### config.mk
export PLATFORM = sky130hd
export DESIGN_NAME = dbut_top
export DESIGN_NICKNAME = d
export VERILOG_FILES = /design/src/rtl/dbut_pkg.sv /design/src/rtl/dbut_top.sv /design/src/rtl/dbut_store.sv /design/src/rtl/dbut_fifo.sv
export SDC_FILE = /design/constraint.sdc
export NUM_CORES = 1
export LEC_CHECK = 0
export BUFFER_PORTS_ARGS = -buffer_cell sky130_fd_sc_hd__buf_2
export CAP_MARGIN = 20
export CELL_PAD_IN_SITES_DETAIL_PLACEMENT = 1
export CELL_PAD_IN_SITES_GLOBAL_PLACEMENT = 2
export CORE_MARGIN = 2
export CORE_UTILIZATION = 44
export CTS_CLUSTER_DIAMETER = 30
export DETAILED_ROUTE_END_ITERATION = 10
export PLACE_DENSITY = 0.9
export SLEW_MARGIN = 20
export SYNTH_ARGS = -nofsm -noshare
export SYNTH_HDL_FRONTEND = slang
export SYNTH_HIERARCHICAL = 1
export SYNTH_SLANG_ARGS = --single-unit
### constraint.sdc
create_clock -name clk_sys -period 3.7 [get_ports clk_sys]
set_input_delay 0.185 -clock clk_sys [delete_from_list [all_inputs] [get_ports clk_sys]]
set_output_delay 0.185 -clock clk_sys [all_outputs]
set_load 0.01 [all_outputs]
### src/rtl/dbut_pkg.sv
// Purpose: Shared constants for the dual byte universal transceiver
// Assumes: One system clock, synchronous active-high reset
// Notes: Offsets are byte addresses on the plain register port

package dbut_pkg;

    // ********************************************************
    // Data path shape
    // ********************************************************
    localparam int LANE_W = 8;              // Bits per lane
    localparam int LANES = 2;               // Lanes per device
    localparam int WORD_W = 16;             // Both lanes side by side
    localparam int LOG_DEPTH = 32;          // Capture log depth

    // ********************************************************
    // Register port
    // ********************************************************
    localparam int ADDR_W = 8;
    localparam int DATA_W = 32;
    localparam logic [7:0] ADDR_CTRL = 8'h00;    // Control and flags
    localparam logic [7:0] ADDR_HELD = 8'h04;    // Stored path values
    localparam logic [7:0] ADDR_LOG = 8'h08;     // Log fill level

    // Control register fields
    localparam int CTRL_SW_DIS_BIT = 0;     // Software disable of all drivers
    localparam int CTRL_OVF_CLR_BIT = 1;    // Write one to clear overflow
    localparam int CTRL_OVF_BIT = 8;        // Log overflow flag, read only

    // Values after reset
    localparam logic [LANE_W-1:0] STORE_RST = 8'h00;
    localparam logic [31:0] RDATA_RST = 32'h0000_0000;

endpackage

### src/rtl/dbut_top.sv
// Purpose: Dual byte universal transceiver, card side to backplane side
// Assumes: All pins synchronous to clk_sys; capture clock is sampled
// Notes: Two-way pins split into in, out and enable; log of clocked
//        card-to-backplane captures drains over a stream port
//
// The plain strobed port and the register addresses were chosen for this implementation.

`timescale 1ns/100ps

module dbut_top #(
    parameter int LANE_W = dbut_pkg::LANE_W,
    parameter int LOG_DEPTH = dbut_pkg::LOG_DEPTH
) (
    input wire logic clk_sys,
    input wire logic srst,
    input wire logic ce,
    input wire logic xfer_clk,
    input wire logic [1:0] card_to_backplane_latch_open,
    input wire logic [1:0] backplane_to_card_latch_open,
    input wire logic [1:0] card_to_backplane_drive_en_n,
    input wire logic [1:0] backplane_to_card_drive_en_n,
    input wire logic bus_disable,
    input wire logic [2*LANE_W-1:0] card_in,
    output logic [2*LANE_W-1:0] card_out,
    output logic [2*LANE_W-1:0] card_oe,
    input wire logic [2*LANE_W-1:0] bp_in,
    output logic [2*LANE_W-1:0] bp_out,
    output logic [2*LANE_W-1:0] bp_oe,
    input wire logic [7:0] reg_addr,
    input wire logic [31:0] reg_wdata,
    input wire logic reg_wr,
    input wire logic reg_rd,
    output logic [31:0] reg_rdata,
    output logic log_valid,
    input wire logic log_ready,
    output logic [2*LANE_W-1:0] log_data
);

    localparam int WW = 2 * LANE_W;
    localparam int LW = $clog2(LOG_DEPTH+1);

    // ********************************************************
    // Capture clock edge
    // ********************************************************
    logic xfer_clk_d_r;                     // Capture clock, last cycle
    wire clk_rise = xfer_clk & ~xfer_clk_d_r;

    // Previous capture clock level; follows the pin in reset, so no false edge
    always_ff @(posedge clk_sys)
    begin
        if (srst)
            xfer_clk_d_r <= xfer_clk;
        else if (ce)
            xfer_clk_d_r <= xfer_clk;
    end

    // ********************************************************
    // Data paths
    // ********************************************************
    wire [WW-1:0] ab_q;                     // Card to backplane store
    wire [WW-1:0] ba_q;                     // Backplane to card store

    genvar ln;
    generate
        for (ln = 0; ln < 2; ln++)
        begin : g_lane
            dbut_store #(.W(LANE_W)) u_ab (
                .clk_sys(clk_sys),
                .srst(srst),
                .ce(ce),
                .latch_open(card_to_backplane_latch_open[ln]),
                .clk_rise(clk_rise),
                .din(card_in[ln*LANE_W +: LANE_W]),
                .dout(ab_q[ln*LANE_W +: LANE_W])
            );
            dbut_store #(.W(LANE_W)) u_ba (
                .clk_sys(clk_sys),
                .srst(srst),
                .ce(ce),
                .latch_open(backplane_to_card_latch_open[ln]),
                .clk_rise(clk_rise),
                .din(bp_in[ln*LANE_W +: LANE_W]),
                .dout(ba_q[ln*LANE_W +: LANE_W])
            );
        end
    endgenerate

    // Data pins come straight from the stores
    assign bp_out = ab_q;
    assign card_out = ba_q;

    // ********************************************************
    // Drive enables
    // ********************************************************
    logic sw_dis_r;                         // Software driver disable
    wire all_off = bus_disable | sw_dis_r;
    wire [WW-1:0] bp_oe_nxt;
    wire [WW-1:0] card_oe_nxt;

    assign bp_oe_nxt = {{LANE_W{~card_to_backplane_drive_en_n[1]}},
                        {LANE_W{~card_to_backplane_drive_en_n[0]}}} & {WW{~all_off}};
    assign card_oe_nxt = {{LANE_W{~backplane_to_card_drive_en_n[1]}},
                          {LANE_W{~backplane_to_card_drive_en_n[0]}}} & {WW{~all_off}};

    // Registered enables, off in reset
    always_ff @(posedge clk_sys)
    begin
        if (srst)
        begin
            bp_oe <= '0;
            card_oe <= '0;
        end
        else if (ce)
        begin
            bp_oe <= bp_oe_nxt;
            card_oe <= card_oe_nxt;
        end
    end

    // ********************************************************
    // Capture log
    // ********************************************************
    wire log_in_ready;
    wire [LW-1:0] log_level;
    // Clocked captures in either lane of the card path
    wire log_push = clk_rise & ~(&card_to_backplane_latch_open);

    dbut_fifo #(.WIDTH(WW), .DEPTH(LOG_DEPTH)) u_log (
        .clk_sys(clk_sys),
        .srst(srst),
        .ce(ce),
        .in_valid(log_push),
        .in_ready(log_in_ready),
        .in_data(card_in),
        .out_valid(log_valid),
        .out_ready(log_ready),
        .out_data(log_data),
        .level(log_level)
    );

    // ********************************************************
    // Register port
    // ********************************************************
    logic ovf_r;                            // Log overflow, sticky
    wire hit_ctrl = (reg_addr == dbut_pkg::ADDR_CTRL);
    wire hit_held = (reg_addr == dbut_pkg::ADDR_HELD);
    wire hit_log = (reg_addr == dbut_pkg::ADDR_LOG);
    wire ovf_set = ce & log_push & ~log_in_ready;
    wire ovf_clr = reg_wr & hit_ctrl & reg_wdata[dbut_pkg::CTRL_OVF_CLR_BIT];
    wire [31:0] ctrl_view;
    wire [31:0] rd_mux;

    assign ctrl_view = (32'(ovf_r) << dbut_pkg::CTRL_OVF_BIT)
                     | (32'(sw_dis_r) << dbut_pkg::CTRL_SW_DIS_BIT);
    // Unmapped addresses read zero
    assign rd_mux = hit_ctrl ? ctrl_view
                  : hit_held ? 32'({ba_q, ab_q})
                  : hit_log ? 32'(log_level)
                  : dbut_pkg::RDATA_RST;

    // Control register and overflow flag; set beats clear
    always_ff @(posedge clk_sys)
    begin
        if (srst)
        begin
            sw_dis_r <= 1'b0;
            ovf_r <= 1'b0;
        end
        else if (ce)
        begin
            if (reg_wr && hit_ctrl)
                sw_dis_r <= reg_wdata[dbut_pkg::CTRL_SW_DIS_BIT];
            if (ovf_set)
                ovf_r <= 1'b1;
            else if (ovf_clr)
                ovf_r <= 1'b0;
        end
    end

    // Read data for one cycle only
    always_ff @(posedge clk_sys)
    begin
        if (srst)
            reg_rdata <= dbut_pkg::RDATA_RST;
        else if (ce)
            reg_rdata <= reg_rd ? rd_mux : dbut_pkg::RDATA_RST;
    end
endmodule

### src/rtl/dbut_store.sv
// Purpose: One lane, one direction storage element
// Assumes: Capture clock edge is found by the caller
// Notes: Open latch follows data; closed latch loads on clock edges

`timescale 1ns/100ps

module dbut_store #(
    parameter int W = 8
) (
    input wire logic clk_sys,
    input wire logic srst,
    input wire logic ce,
    input wire logic latch_open,
    input wire logic clk_rise,
    input wire logic [W-1:0] din,
    output logic [W-1:0] dout
);

    // ********************************************************
    // Storage
    // ********************************************************
    // Load when open or on a capture edge, else hold
    wire load_now = latch_open | clk_rise;

    // Single register, frozen by clock enable
    always_ff @(posedge clk_sys)
    begin
        if (srst)
            dout <= W'(dbut_pkg::STORE_RST);
        else if (ce && load_now)
            dout <= din;
    end

endmodule

### src/rtl/dbut_fifo.sv
// Purpose: Capture log buffer with valid and ready on both sides
// Assumes: Single clock, synchronous reset
// Notes: Output stage is a register so the drain side sees flop outputs

`timescale 1ns/100ps

module dbut_fifo #(
    parameter int WIDTH = 16,
    parameter int DEPTH = 32
) (
    input wire logic clk_sys,
    input wire logic srst,
    input wire logic ce,
    input wire logic in_valid,
    output logic in_ready,
    input wire logic [WIDTH-1:0] in_data,
    output logic out_valid,
    input wire logic out_ready,
    output logic [WIDTH-1:0] out_data,
    output logic [$clog2(DEPTH+1)-1:0] level
);

    localparam int AW = $clog2(DEPTH);
    localparam int CW = $clog2(DEPTH+1);

    // ********************************************************
    // Storage and pointers
    // ********************************************************
    logic [WIDTH-1:0] mem [DEPTH];          // Entry array
    logic [AW-1:0] wr_ptr_r;                // Next write slot
    logic [AW-1:0] rd_ptr_r;                // Next read slot
    logic [CW-1:0] cnt_r;                   // Entries in array

    // Handshake terms
    wire push = ce & in_valid & in_ready;
    wire refill = ce & (cnt_r != '0) & (~out_valid | out_ready);
    wire pop_out = ce & out_valid & out_ready;

    // Full counts the array only; output stage is extra room
    assign in_ready = (cnt_r != CW'(DEPTH));
    assign level = cnt_r;

    // Array write
    always_ff @(posedge clk_sys)
    begin
        if (push)
            mem[wr_ptr_r] <= in_data;
    end

    // Pointers and count
    always_ff @(posedge clk_sys)
    begin
        if (srst)
        begin
            wr_ptr_r <= '0;
            rd_ptr_r <= '0;
            cnt_r <= '0;
        end
        else
        begin
            if (push)
                wr_ptr_r <= AW'(wr_ptr_r + 1'b1);
            if (refill)
                rd_ptr_r <= AW'(rd_ptr_r + 1'b1);
            if (push && !refill)
                cnt_r <= CW'(cnt_r + 1'b1);
            else if (refill && !push)
                cnt_r <= CW'(cnt_r - 1'b1);
        end
    end

    // Output register stage
    always_ff @(posedge clk_sys)
    begin
        if (srst)
        begin
            out_valid <= 1'b0;
            out_data <= '0;
        end
        else if (refill)
        begin
            out_valid <= 1'b1;
            out_data <= mem[rd_ptr_r];
        end
        else if (pop_out)
            out_valid <= 1'b0;
    end

endmodule

Word-level counts from Yosys, hierarchy flattened
Memories as Yosys holds them, arrays and structs flattened. A register that Yosys moved wholly into a read port is not among the register bits.
Cells that the tools add are included.
W data, S select, Z words.
{ "word_totals": {"n_memories": 1, "elab_cells": 83, "reg_bits": 116, "output_inout_bits": 113, "inputBits": 88, "rom_bits": 0, "latchBits": 0, "mem_bits_rw": 512} }
{ "classes": {"addsub": 4, "n_bitwise": 29, "n_mul": 0, "magnitude_cmp": 0, "n_reduce_logical": 18, "n_shift": 0, "muxes": 14, "n_div": 0, "n_eq_ne": 3} }
{ "memory_table": {"columns": ["name", "depth", "word_bits", "rd", "rd_ports_with_merged_regs", "write_ports", "line", "source"], "rows": [
  ["u_log.mem", 32, 16, 1, 1, 1, "dbut_fifo.sv:29", "logic [WIDTH-1:0] mem [DEPTH];"]
]} }
{ "op_table": {"columns": ["op", "count"], "rows": [
  ["$mux W32", 3],
  ["$and A16 B16 Y16", 2],
  ["$mux W6", 3],
  ["$and A1 B1 Y1", 11],
  ["$add A5 B1 Y5 const B", 2],
  ["$not A1 Y1", 9],
  ["$or A9 B1 Y9", 1],
  ["$eq A8 B3 Y1 const B", 1],
  ["$eq A8 B4 Y1 const B", 1],
  ["$logic_not A8 Y1", 1],
  ["$mux W1", 8],
  ["$reduce_bool A2 Y1", 4],
  ["$logic_and A1 B1 Y1", 7],
  ["$add A6 B1 Y6 const B", 1],
  ["$ne A6 B6 Y1 const B", 1],
  ["$or A1 B1 Y1", 6],
  ["$reduce_and A2 Y1", 3],
  ["$reduce_bool A6 Y1", 1],
  ["$sub A6 B1 Y6 const B", 1],
  ["$logic_not A1 Y1", 2]
]} }

Longest topological paths before layout
Gate-level depths: netlist of run 1.
{ "depth": {"ltp_word": 9, "ltp_mapped": 12, "ltp_nobuf": 12} }

By module
Netlist of run 1, hierarchy kept.
{ "modules_own_cells": {"columns": ["module", "cells_each", "area_per_inst_um2", "n_inst", "seq_area_each_um2"], "rows": [
  ["dbut_fifo", 1131, 21190.3, 1, 16035.4],
  ["dbut_top", 239, 2035.7, 1, 790.8],
  ["dbut_store", 35, 364.1, 4, 160.2]
]} }

Least setup slack after synthesis of run 1
No wires, ideal clock.
{ "synth_timing": {"kind": "register -> register", "start": "register xfer_clk_d_r", "end": "register u_log.cnt_r[4], in the netlist u_log/level[4]", "t_required_ns": 3.630, "path_slack_ns": 0.739, "arrival_ns": 2.891, "stages_incl_launch_ff": 13, "setup_ns": 0.070, "period_less_slack_ns": 2.961, "n_path_buf": 0, "path_cell_list": "edfxtp_1 > nor2b_1 > and2_1 > nand2_1 > a31oi_2 > ha_1 > inv_1 > ha_1 > nor2b_1 > o21a_1 > o21ai_0 > or3b_2 > a21oi_1"} }
{ "synth_via": {"elab_chain_cells": 8, "elab_cells_between_ends": 10, "cone_classes": "mux: 1; bitwise: 5; reduce/logical: 4"} }
{ "synth_lines": {"columns": ["item", "line", "source"], "rows": [
  ["start: declaration", "dbut_top.sv:45", "logic xfer_clk_d_r;"],
  ["start signal: assignment", "dbut_top.sv:52", "xfer_clk_d_r <= xfer_clk;"],
  ["start signal: assignment", "dbut_top.sv:54", "xfer_clk_d_r <= xfer_clk;"],
  ["$not A1 Y1 *", "dbut_top.sv:46", "wire clk_rise = xfer_clk & ~xfer_clk_d_r;"],
  ["$and A1 B1 Y1 *", "dbut_top.sv:46", null],
  ["named net clk_rise", "dbut_top.sv:46", null],
  ["$and A1 B1 Y1 *", "dbut_top.sv:126", "wire log_push = clk_rise & ~(&card_to_backplane_latch_open);"],
  ["named net log_push", "dbut_top.sv:126", null],
  ["$and A1 B1 Y1 * (2 in series)", "dbut_fifo.sv:35", "wire push = ce & in_valid & in_ready;"],
  ["named net u_log.push", "dbut_fifo.sv:35", null],
  ["$logic_not A1 Y1", "dbut_fifo.sv:67", "else if (refill && !push)"],
  ["$logic_and A1 B1 Y1", "dbut_fifo.sv:67", null],
  ["$reduce_bool A2 Y1 (no line)", null, null],
  ["end signal: assignment", "dbut_fifo.sv:66", "cnt_r <= CW'(cnt_r + 1'b1);"],
  ["end signal: assignment", "dbut_fifo.sv:68", "cnt_r <= CW'(cnt_r - 1'b1);"],
  ["end: declaration", "dbut_fifo.sv:32", "logic [CW-1:0] cnt_r;"]
]} }
Mark *: on every way through the listed nets, which the timed path passes. The rest lies on a longest branch.
A chain may end at the register's enable or synchronous reset.

Worst setup path after layout of run 1
{ "layout_timing": {"start": "register u_log.cnt_r[5], in the netlist u_log/level[5]", "end": "register u_log.cnt_r[4], in the netlist u_log/level[4]"} }
{ "layout_via": {"elab_chain_cells": 6, "elab_cells_between_ends": 11, "cone_classes": "eq/ne: 1; mux: 1; bitwise: 3; reduce/logical: 6"} }
{ "layout_lines": {"columns": ["item", "line", "source"], "rows": [
  ["$reduce_bool A6 Y1", "dbut_fifo.sv:36", "wire refill = ce & (cnt_r != '0) & (~out_valid | out_ready);"],
  ["$and A1 B1 Y1 (2 in series)", "dbut_fifo.sv:36", null],
  ["$logic_not A1 Y1", "dbut_fifo.sv:65", "if (push && !refill)"],
  ["$logic_and A1 B1 Y1", "dbut_fifo.sv:65", null],
  ["$mux W6 or $reduce_bool A2 Y1 (tied branches)", null, null]
]} }
Several ways; a longest one is shown, not always the timed one.

==> results.yml, run 1 <==
run_status:
  run_status: "finished, final reports clean"
yosys:
  synth.avg_cell_area_um2: 16.3
  yosysWarnings: 6
  synth_most_common_cell: "edfxtp_1"
  yosys-top-cells-count: "edfxtp_1 (513), mux2i_1 (166), dfxtp_1 (103)"
  synth_flop_cell: "edfxtp_1"
  synth_nets: 1610
  netlist_instances: 1510
  synthArstFlopShare: 0
  synth.top_cell.area_share: 0.624
  ys_seq_elements: 616
  synth_cell_types: 56
  synth_top_area_cell: "edfxtp_1"
  netlist_area_mm2: 0.0247
  synth_area_leaders: "edfxtp_1 (62%), dfxtp_1 (8.4%), mux2i_1 (6.7%)"
  ys_seq_area_frac: 0.708
  synth_edf_count: 513
power_and_ir_drop:
  powerDensity_mw_per_mm2: 686
  leakagePower_nw: 10.5
  p_seq_frac: 0.374
  pwr-share-clk: 0.517
  power.share.combinational: 0.109
  netSwitchingFraction: 0.246
  internal_power_mw: 15.8
  p_sw_mw: 5.17
  irDropWorstVdd_uv: 450
timing:
  worst_pin_slew_ns: 0.985
  setup_viol: 0
  slew_headroom: 0.342
  fmax_mhz: 311
  fin_tns_setup_ns: 0
  hold_slack_ns: 0.0566
  fin_skew_ns: 0.0368
  hold_viol: 0
  rsz0062_at_grt: "false"
  maxSlewViolCount: 0
  worst_slack_ns: 0.486
  layout_min_cycle_time_ns: 3.21
  period_share: 0.869
grt:
  grt_pass1_vias: 16400
  antenna_found_initial: 0
  grt.overflow.total: 0
  grt_pass1_wl_um: 105000
  grt_usage: 0.247
  grt_max_degree: 73
cells_and_area:
  fin_area_mm2: 0.0306
  area_growth_pct: 24.0
  drive_above_1_share: 0.265
  nets: 1871
  post-route-util: 0.554
clock_network:
  clk_latency_ns: 0.68
  cts_resized: 0
  cts_sinks: 616
  cts.clk_slew.worst_paths_ns: 0.05
  root_buffer: "clkbuf_16"
  cts_made_buffers: 115
  cts_htree_levels: 3
  cts_buffer_depth: 3
  tritoncts: "done"
  cts_setup_buffers: 0
placement:
  place_area_mm2: 0.0262
  pre_cts_slack_ns: 0.555
  place_congestion: 0.816
  dp_hpwl_um: 39600
  portBuffers: 170
routing:
  drt_first_pass_iters: 7
  vias_per_cell: 5.67
  highest_layer: "met4"
  dr_total_vias: 14900
  wire_per_inst_um: 27.1
  met1_length_um: 26400
  drtIter0Drc: 980
  ant_nets: 0
  drc: 0
  wl_met2_um: 36400
  wl_um: 70900
  wl_met3_um: 4820
critical_path:
  crit_arrival_ns: 3.80
  r2r-start: "u_log/level[5]$_SDFFE_PP0P_"
  critPathKind: "reg -> reg"
  crit_fanout: 7
  required_ns: 4.29
  cp-end-kind: "flop"
  critPathLaunchType: "flop"
  r2r-end: "u_log/level[4]$_SDFFE_PP0P_"
  reg2reg_depth: 11
  r2r_setup_slack_ns: 0.49
worst_hold_path:
  hold_start: "reg_addr[1]"
  hold_path.class: "in -> reg"
  hold_path_depth: 4
  holdPathEnd: "reg_rdata[1]$_SDFFE_PP0P_"
flow_run:
  drv_cap: 0
floorplanning:
  core_area_mm2: 0.0553
  ios: 201
  std_cell_rows: 86
  die-area_mm2: 0.0580
  start_util: 0.446
  dieHeight_um: 241
  die_x_um: 241
==> kinds of logic after synthesis <==
group	count (synthesis)	synth area share
adder cells (fa/ha/maj)	12	0.00639
multiplexers	231	0.126
flip-flops	616	0.708
AND/OR/NAND/NOR	341	0.0740
AO/OA/AOI/OAI	173	0.0510
buffers and inverters	127	0.0312
XOR/XNOR	10	0.00355
==> layer usage <==
| metal | vias to the layer above | global-route usage |
|---|---|---|
| met5 | - | 0 |
| met4 | 0 | 0.121 |
| met3 | 170 | 0.0621 |
| met2 | 597 | 0.429 |
| met1 | 7658 | 0.287 |
| li1 | 6426 | - |
==> stage by stage <==
stage               std cells  total power, mW
global placement         2366             10.1
floorplan                1510             9.47
CTS                      2618             21.1
detailed placement       2366             10.2
finish                   2620             21.0
global route             2618             21.6
==> repair_timing <==
action	CTS	global route
hold buffers	36	0
endpoints found under the hold margin	34	0
setup endpoints to repair	0	0
==> sequential cells by signal, indices dropped and copies added (netlist names), 2 cells and up <==
name              cells
card_oe               2
u_log/mem           512
g_lane.u_ab/dout     16
g_lane.u_ba/dout     16
bp_oe                 2
reg_rdata            32
u_log/rd_ptr_r        5
u_log/out_data       16
u_log/wr_ptr_r        5
u_log/level           6
==> power groups by stage <==
stage / Clock [mW] / Combinational [mW] / Sequential (mW)
after detailed placement: 0 / 2.21 / 7.98
after floorplan: 0 / 1.56 / 7.91
after global placement: 0 / 2.13 / 7.97
after CTS: 11.0 / 2.31 / 7.86
final: 10.9 / 2.30 / 7.86
after global routing: 11.3 / 2.44 / 7.87
==> how the worst max path moves through the flow <==
stage	endpoint	startpoint	cells past startpoint
CTS	u_log/level[4]$_SDFFE_PP0P_	u_log/level[5]$_SDFFE_PP0P_	11
floorplan	u_log/level[4]$_SDFFE_PP0P_	xfer_clk_d_r$_DFFE_PP_	12
finish	u_log/level[4]$_SDFFE_PP0P_	u_log/level[5]$_SDFFE_PP0P_	11
global route	u_log/level[4]$_SDFFE_PP0P_	u_log/level[5]$_SDFFE_PP0P_	11
detailed placement	u_log/level[4]$_SDFFE_PP0P_	u_log/level[5]$_SDFFE_PP0P_	11
global placement	u_log/level[4]$_SDFFE_PP0P_	u_log/level[0]$_SDFFE_PP0P_	11
==> cell usage in the layout (no fill, tap or decap), types with 4 or more instances in the layout <==
cell and count:
or3b_2 4, xor2_1 7, edfxtp_1 513, buf_4 54
clkinv_2 20, buf_2 169, and2_1 26, clkinv_4 6
nor3_1 24, clkinvlp_4 8, a22oi_1 21, nand2_1 56
o21a_1 5, nand3_1 6, o221ai_1 16, inv_6 6
mux2i_1 166, mux4_2 64, o22a_1 16, nand4_1 30
nor2b_1 7, dlygate4sd3_1 36, nand2b_1 92, o22ai_1 16
dfxtp_1 100, nor2_1 75, ha_1 11, bufinv_16 19
clkbuf_8 8, nand3b_1 4, clkbuf_16 116, clkinv_1 10
o21ai_0 9, a21oi_1 49, o2111ai_1 16, inv_1 9
clkbuf_1 18, a32o_1 16
==> cell type report <==
class | count | area [µm²]
Fill cell | 5184 | 24700
Sequential cell | 616 | 17500
Multi-Input combinational cell | 767 | 6450
Clock buffer | 142 | 3080
Timing Repair Buffer | 261 | 1650
Clock inverter | 74 | 972
Tap cell | 748 | 936
Inverter | 10 | 37.5
Antenna cell | 2 | 5.00
==> critical path, stage by stage, from the launching register on <==
cell and delay, ns:
dfxtp_1 0.46, inv_1 0.20, a311oi_4 0.46, inv_2 0.13, ha_1 0.30, inv_1 0.24, ha_1 0.30, nor2b_1 0.14
o21a_1 0.18, o21ai_0 0.13, or3b_2 0.45, a21oi_1 0.14
(Power assumes the default switching activity.)
==> run 2: changes to the inputs <==
- ABC_AREA: default -> 1
- BUFFER_PORTS_ARGS: -buffer_cell sky130_fd_sc_hd__buf_2 -> -buffer_cell sky130_fd_sc_hd__buf_4
- CORE_UTILIZATION: 44 -> 39
- PLACE_DENSITY: 0.9 -> 0.91
==> run 2 against run 1 <==
  * Clock skew decreased by 0.015 ns
  * Sequential share of layout area fell by 4.9 points
  * Non-clock buffer count rose by 34
  * Fmax increased by 3.9%
  * Highest routed layer is now met5
==> results.yml, run 2 <==
run_status:
  run_status: "finished, final reports clean"
clock_network:
  cts.clk_slew.worst_paths_ns: 0.04
  cts_resized: 0
  root_buffer: "clkbuf_16"
  cts_buffer_depth: 3
  cts_sinks: 616
  cts_setup_buffers: 0
  cts_hold_buffers: 67
  cts_htree_levels: 4
  cts_made_buffers: 130
  clk_latency_ns: 0.71
  tritoncts: "done"
critical_path:
  timing.critical_path.slowest_cell_delay_ns: 0.46
  cpMaxStageDelayCell: "a21boi_0"
  cpMostUsedCell: "nand2_1"
  reg2reg_depth: 15
  critPathKind: "reg -> reg"
  path_cells: "nor2_1, a21boi_0, nand3_2, clkinv_1, ha_1, inv_1, ha_1, nand2_1, inv_1, nand4_1, o211ai_1, nand2_1, nand2_1, nand2_1, a21oi_1"
  required_ns: 4.31
  r2r_setup_slack_ns: 0.61
  cp-end-kind: "flop"
  cp_num_buf_inv: 3
  critPathLaunchType: "flop"
  r2r-end: "u_log/level[5]$_SDFFE_PP0P_"
  crit_fanout: 9
  crit_arrival_ns: 3.70
  critPathTopFamily: "simple AND/OR/NAND/NOR gates"
  r2r-start: "xfer_clk_d_r$_DFFE_PP_"
  crit_cells: 15
worst_hold_path:
  hold_path.class: "in -> reg"
  hold_start: "backplane_to_card_latch_open[1]"
  hold_path_depth: 5
  holdPathEnd: "g_lane[1].u_ba/dout[5]$_SDFFE_PP0P_"
cells_and_area:
  reg.largest.list: "u_log/mem: 512 flops, reg_rdata: 32 flops"
  nets: 3036
  top_register: "u_log/mem"
  drive_above_1_share: 0.152
  instances_no_fill: 3912
  final_common_cell: "nand2_1"
  area_growth_pct: 27.5
  layout_common_cells: "nand2_1 (837), edfxtp_1 (513), nand3_1 (374)"
  post-route-util: 0.500
  largest_reg_flops: 512
floorplanning:
  std_cell_rows: 95
  core_area_mm2: 0.0669
  start_util: 0.392
  dieHeight_um: 263
  ios: 201
  die-area_mm2: 0.0694
  die_x_um: 263
power_and_ir_drop:
  powerDensity_mw_per_mm2: 699
  leakagePower_nw: 14.0
  irDropWorstVdd_uv: 419
yosys:
  netlist_area_mm2: 0.0263
  synth.top_cell.area_share: 0.587
  synth_cell_types: 32
  synth_flop_cell: "edfxtp_1"
  ys_seq_elements: 616
  synth_edf_count: 513
  ys_seq_area_frac: 0.665
  netlist_instances: 2656
  synth_most_common_cell: "nand2_1"
  synth_area_leaders: "edfxtp_1 (59%), nand2_1 (12%), dfxtp_1 (7.9%)"
  synth_top_area_cell: "edfxtp_1"
  yosys-top-cells-count: "nand2_1 (837), edfxtp_1 (513), nand3_1 (374)"
  synthArstFlopShare: 0
  synth_nets: 2756
  synth.avg_cell_area_um2: 9.89
  yosysWarnings: 6
grt:
  grt_pass1_vias: 22300
  grt_usage: 0.242
  antenna_found_initial: 2
  grt_max_degree: 144
  grt.overflow.total: 0
  grt_pass1_wl_um: 128000
placement:
  portBuffers: 170
  dp_cells: 3610
  dp_hpwl_um: 47300
  place_congestion: 0.806
routing:
  drtIter0Drc: 1410
  drc: 0
  vias_per_cell: 5.22
  dr_total_vias: 20400
  wl_um: 83800
  wire_per_inst_um: 21.4
  drt_first_pass_iters: 5
  ant_nets: 0
timing:
  layout_min_cycle_time_ns: 3.09
  fin_tns_setup_ns: 0
  period_share: 0.836
  hold_viol: 0
  rsz0062_at_grt: "false"
  worst_pin_slew_ns: 0.953
  setup_viol: 0
  fin_skew_ns: 0.0213
  maxSlewViolCount: 0
  slew_headroom: 0.364
  fmax_mhz: 323
flow_run:
  drv_cap: 0
run 2: layout make-up:
type / instances / area (µm²)
Timing Repair Buffer: 295 / 2520
Clock inverter: 80 / 923
Clock buffer: 152 / 3450
Fill cell: 7302 / 33400
Antenna cell: 3 / 7.51
Sequential cell: 616 / 17500
Multi-Input combinational cell: 1591 / 6860
Tap cell: 873 / 1090
Inverter: 302 / 1150
run 2: power breakdown:
part | internal (mW) | total (mW) | switching (mW)
Sequential | 7.68 | 7.86 | 0.181
Combinational | 1.24 | 4.03 | 2.79
Clock | 7.71 | 11.5 | 3.80
run 2: metrics by stage:
| step | power (mW) | setup WS (ns) | hold slack, ns | instance area (µm²) |
|---|---|---|---|---|
| final | 23.4 | 0.607 | 0.0304 | 33500 |
| after CTS | 23.6 | 0.619 | 0.000931 | 33500 |
| after global placement | 11.7 | 0.731 | 0.378 | 28400 |
| after detailed placement | 11.8 | 0.703 | 0.381 | 28400 |
| after global routing | 24.3 | 0.378 | 0.0349 | 33500 |
| after floorplan | 10.4 | 0.968 | 0.254 | 26300 |
run 2: cell families (layout without fill, tap and decap cells):
kind of cell             count (synthesis)  count (layout)  synth area share
AND/OR/NAND/NOR                       1473            1473             0.232
adder cells (fa/ha/maj)                 12              12           0.00600
other                                    0               3                 0
buffers and inverters                  449             829            0.0742
AO/OA/AOI/OAI                          101             101            0.0204
flip-flops                             616             616             0.665
XOR/XNOR                                 5               5           0.00167
run 2: worst max-delay path by stage:
stage                           start                           to
2_1_floorplan  xfer_clk_d_r$_DFFE_PP_    u_log/mem[3][0]$_DFFE_PP_
3_3_place_gp   xfer_clk_d_r$_DFFE_PP_  u_log/level[3]$_SDFFE_PP0P_
3_5_place_dp   xfer_clk_d_r$_DFFE_PP_  u_log/level[3]$_SDFFE_PP0P_
4_1_cts        xfer_clk_d_r$_DFFE_PP_  u_log/level[5]$_SDFFE_PP0P_
5_1_grt        xfer_clk_d_r$_DFFE_PP_  u_log/level[5]$_SDFFE_PP0P_
6_report       xfer_clk_d_r$_DFFE_PP_  u_log/level[5]$_SDFFE_PP0P_
run 2: worst reg2reg max path, stage by stage (launching register included):
cell and delay (ns):
edfxtp_1 0.36, nor2_1 0.13, a21boi_0 0.46, nand3_2 0.32, clkinv_1 0.24, ha_1 0.25, inv_1 0.14, ha_1 0.37
nand2_1 0.11, inv_1 0.07, nand4_1 0.10, o211ai_1 0.11, nand2_1 0.09, nand2_1 0.08, nand2_1 0.05, a21oi_1 0.13
run 2: per-layer routing:
metal / GRT usage / vias up / share of wire / routed length [µm]
met5: 0 / - / 0.00013 / 11
met4: 0.119 / 2 / 0.041 / 3390
met3: 0.0578 / 211 / 0.056 / 4660
met2: 0.417 / 600 / 0.50 / 42200
met1: 0.282 / 10400 / 0.40 / 33500
li1: - / 9255 / - / -
==> run 3: changes to the inputs <==
- clock period: 3.7 -> 2.99 ns (I/O delays scaled with it)
==> run 3 against run 2 <==
  * Fmax grew 16%
  * Clock skew is 0.0019 ns higher
  * Design area increased by 1.1%
  * Total power up 25%
  * Clock power increased by 26%
  * Critical path type unchanged
==> results.yml, run 3 (synthesis gave the netlist of run 2 again) <==
run_status:
  run_status: "finished, final reports clean"
cells_and_area:
  final_common_cell: "nand2_1"
  drive_above_1_share: 0.156
  fin_area_mm2: 0.0338
  seq_area_mm2: 0.0175
  num-fill-cells: 7272
  post-route-util: 0.506
  nets: 3078
  multiInputGateArea_mm2: 0.00686
  top_register: "u_log/mem"
  instances_no_fill: 3960
  area_growth_pct: 28.9
  largest_reg_flops: 512
  reg.largest.list: "u_log/mem: 512 flops, reg_rdata: 32 flops"
  layout_common_cells: "nand2_1 (837), edfxtp_1 (513), nand3_1 (374)"
grt:
  grt_usage: 0.252
  antenna_found_initial: 1
  grt.overflow.total: 0
  grt_max_degree: 200
  grt_pass1_wl_um: 133000
  grt_pass1_vias: 23000
critical_path:
  r2r-end: "u_log/level[3]$_SDFFE_PP0P_"
  startpoint: "xfer_clk_d_r$_DFFE_PP_"
  crit_arrival_ns: 3.24
  crit_fanout: 5
  r2r_setup_slack_ns: 0.33
  cp-end-kind: "flop"
  reg2reg_depth: 12
  r2r-start: "xfer_clk_d_r$_DFFE_PP_"
  critPathLaunchType: "flop"
  required_ns: 3.57
  critPathKind: "reg -> reg"
routing:
  drtIter0Drc: 1553
  dr_total_vias: 20600
  wire_per_inst_um: 22.0
  wl_um: 87000
  vias_per_cell: 5.21
  drc: 0
  drt_first_pass_iters: 5
  ant_nets: 0
placement:
  place_congestion: 0.818
  portBuffers: 170
  dp_cells: 3625
  place_area_mm2: 0.0285
  pre_cts_slack_ns: 0.328
  dp_hpwl_um: 48100
floorplanning:
  start_util: 0.392
  std_cell_rows: 95
  die-area_mm2: 0.0694
  ios: 201
  core_area_mm2: 0.0669
  die_x_um: 263
  dieHeight_um: 263
timing:
  fmax_mhz: 376
  hold_viol: 0
  period_share: 0.888
  worst_pin_slew_ns: 1.43
  hold_slack_ns: 0.0769
  setup_viol: 0
  fin_skew_ns: 0.0232
  layout_min_cycle_time_ns: 2.66
  worst_slack_ns: 0.333
  rsz0062_at_grt: "false"
  slew_headroom: 0.0486
  maxSlewViolCount: 0
  fin_tns_setup_ns: 0
worst_hold_path:
  hold_start: "reg_addr[0]"
  hold_path.class: "in -> reg"
  holdPathEnd: "reg_rdata[8]$_SDFFE_PP0P_"
  hold_path_depth: 8
clock_network:
  cts_sinks: 616
  cts.clk_slew.worst_paths_ns: 0.05
  tritoncts: "done"
  root_buffer: "clkbuf_16"
  clk_latency_ns: 0.70
  cts_htree_levels: 4
  cts_buffer_depth: 3
  cts_made_buffers: 135
power_and_ir_drop:
  leakagePower_nw: 14.2
  pwr-share-clk: 0.494
  internal_power_mw: 20.8
  p_seq_frac: 0.331
  p_sw_mw: 8.48
  powerDensity_mw_per_mm2: 865
  netSwitchingFraction: 0.290
  power.share.combinational: 0.175
  irDropWorstVdd_uv: 587
  finalPower_mw: 29.3
flow_run:
  drv_cap: 0
==> run 3: cell count changes in the layout (fill, tap and decap cells not counted), sizes merged <==
cell | before | now
inv | 302 | 304
clkbuf | 152 | 162
bufinv | 15 | 13
diode | 3 | 1
buf | 228 | 243
dlygate4sd3 | 67 | 89
clkinvlp | 15 | 13
clkinv | 50 | 55
==> run 3: cell type report <==
cell class	instances	area share
multi-input combinational	1591	0.203
antenna	1	0.0000739
sequential	616	0.516
tap	873	0.0323
timing repair buffer	332	0.0828
clock inverter	83	0.0251
inverter	302	0.0339
clock buffer	162	0.107
==> run 3: power by group through the flow <==
stage	combinational, mW	sequential, mW	clock (mW)
2_1_floorplan	3.10	9.81	0
6_report	5.13	9.68	14.5
3_5_place_dp	4.87	9.82	0
4_1_cts	5.10	9.68	14.6
3_3_place_gp	4.66	9.81	0
5_1_grt	5.62	9.69	15.1
==> run 3: worst max-delay path by stage <==
stage	endpoint	slack [ns]
after global placement	u_log/level[3]$_SDFFE_PP0P_	0.41
after detailed placement	u_log/level[4]$_SDFFE_PP0P_	0.33
final	u_log/level[3]$_SDFFE_PP0P_	0.33
after floorplan	u_log/mem[3][0]$_DFFE_PP_	0.26
after global routing	u_log/level[3]$_SDFFE_PP0P_	0.11
after CTS	u_log/level[3]$_SDFFE_PP0P_	0.21
==> run 3: critical path, cell delays in order, from the launching register on <==
cell and delay [ns]:
edfxtp_1 0.35, nor2_1 0.16, a21boi_1 0.35, nand3_2 0.12
clkinv_1 0.08, ha_1 0.22, inv_1 0.14, ha_1 0.36
a21oi_1 0.30, nand2_1 0.12, xor2_1 0.15, o21ai_0 0.14
inv_1 0.05
==> run 3: repair_timing <==
item / 4_1_cts / 5_1_grt
hold buffers: 89 / 0
gates resized for setup: 0 / 1
setup buffers: 0 / 0
endpoints found under the hold margin: 577 / 0
endpoints found under the setup margin: 0 / 2
==> run 3: layer usage <==
layer,wire length (µm),vias up,global-route usage
met2,43500,715,0.435
met3,5180,244,0.0532
met4,4230,0,0.137
met1,34000,10300,0.294
met5,0,-,0
li1,-,9341,-
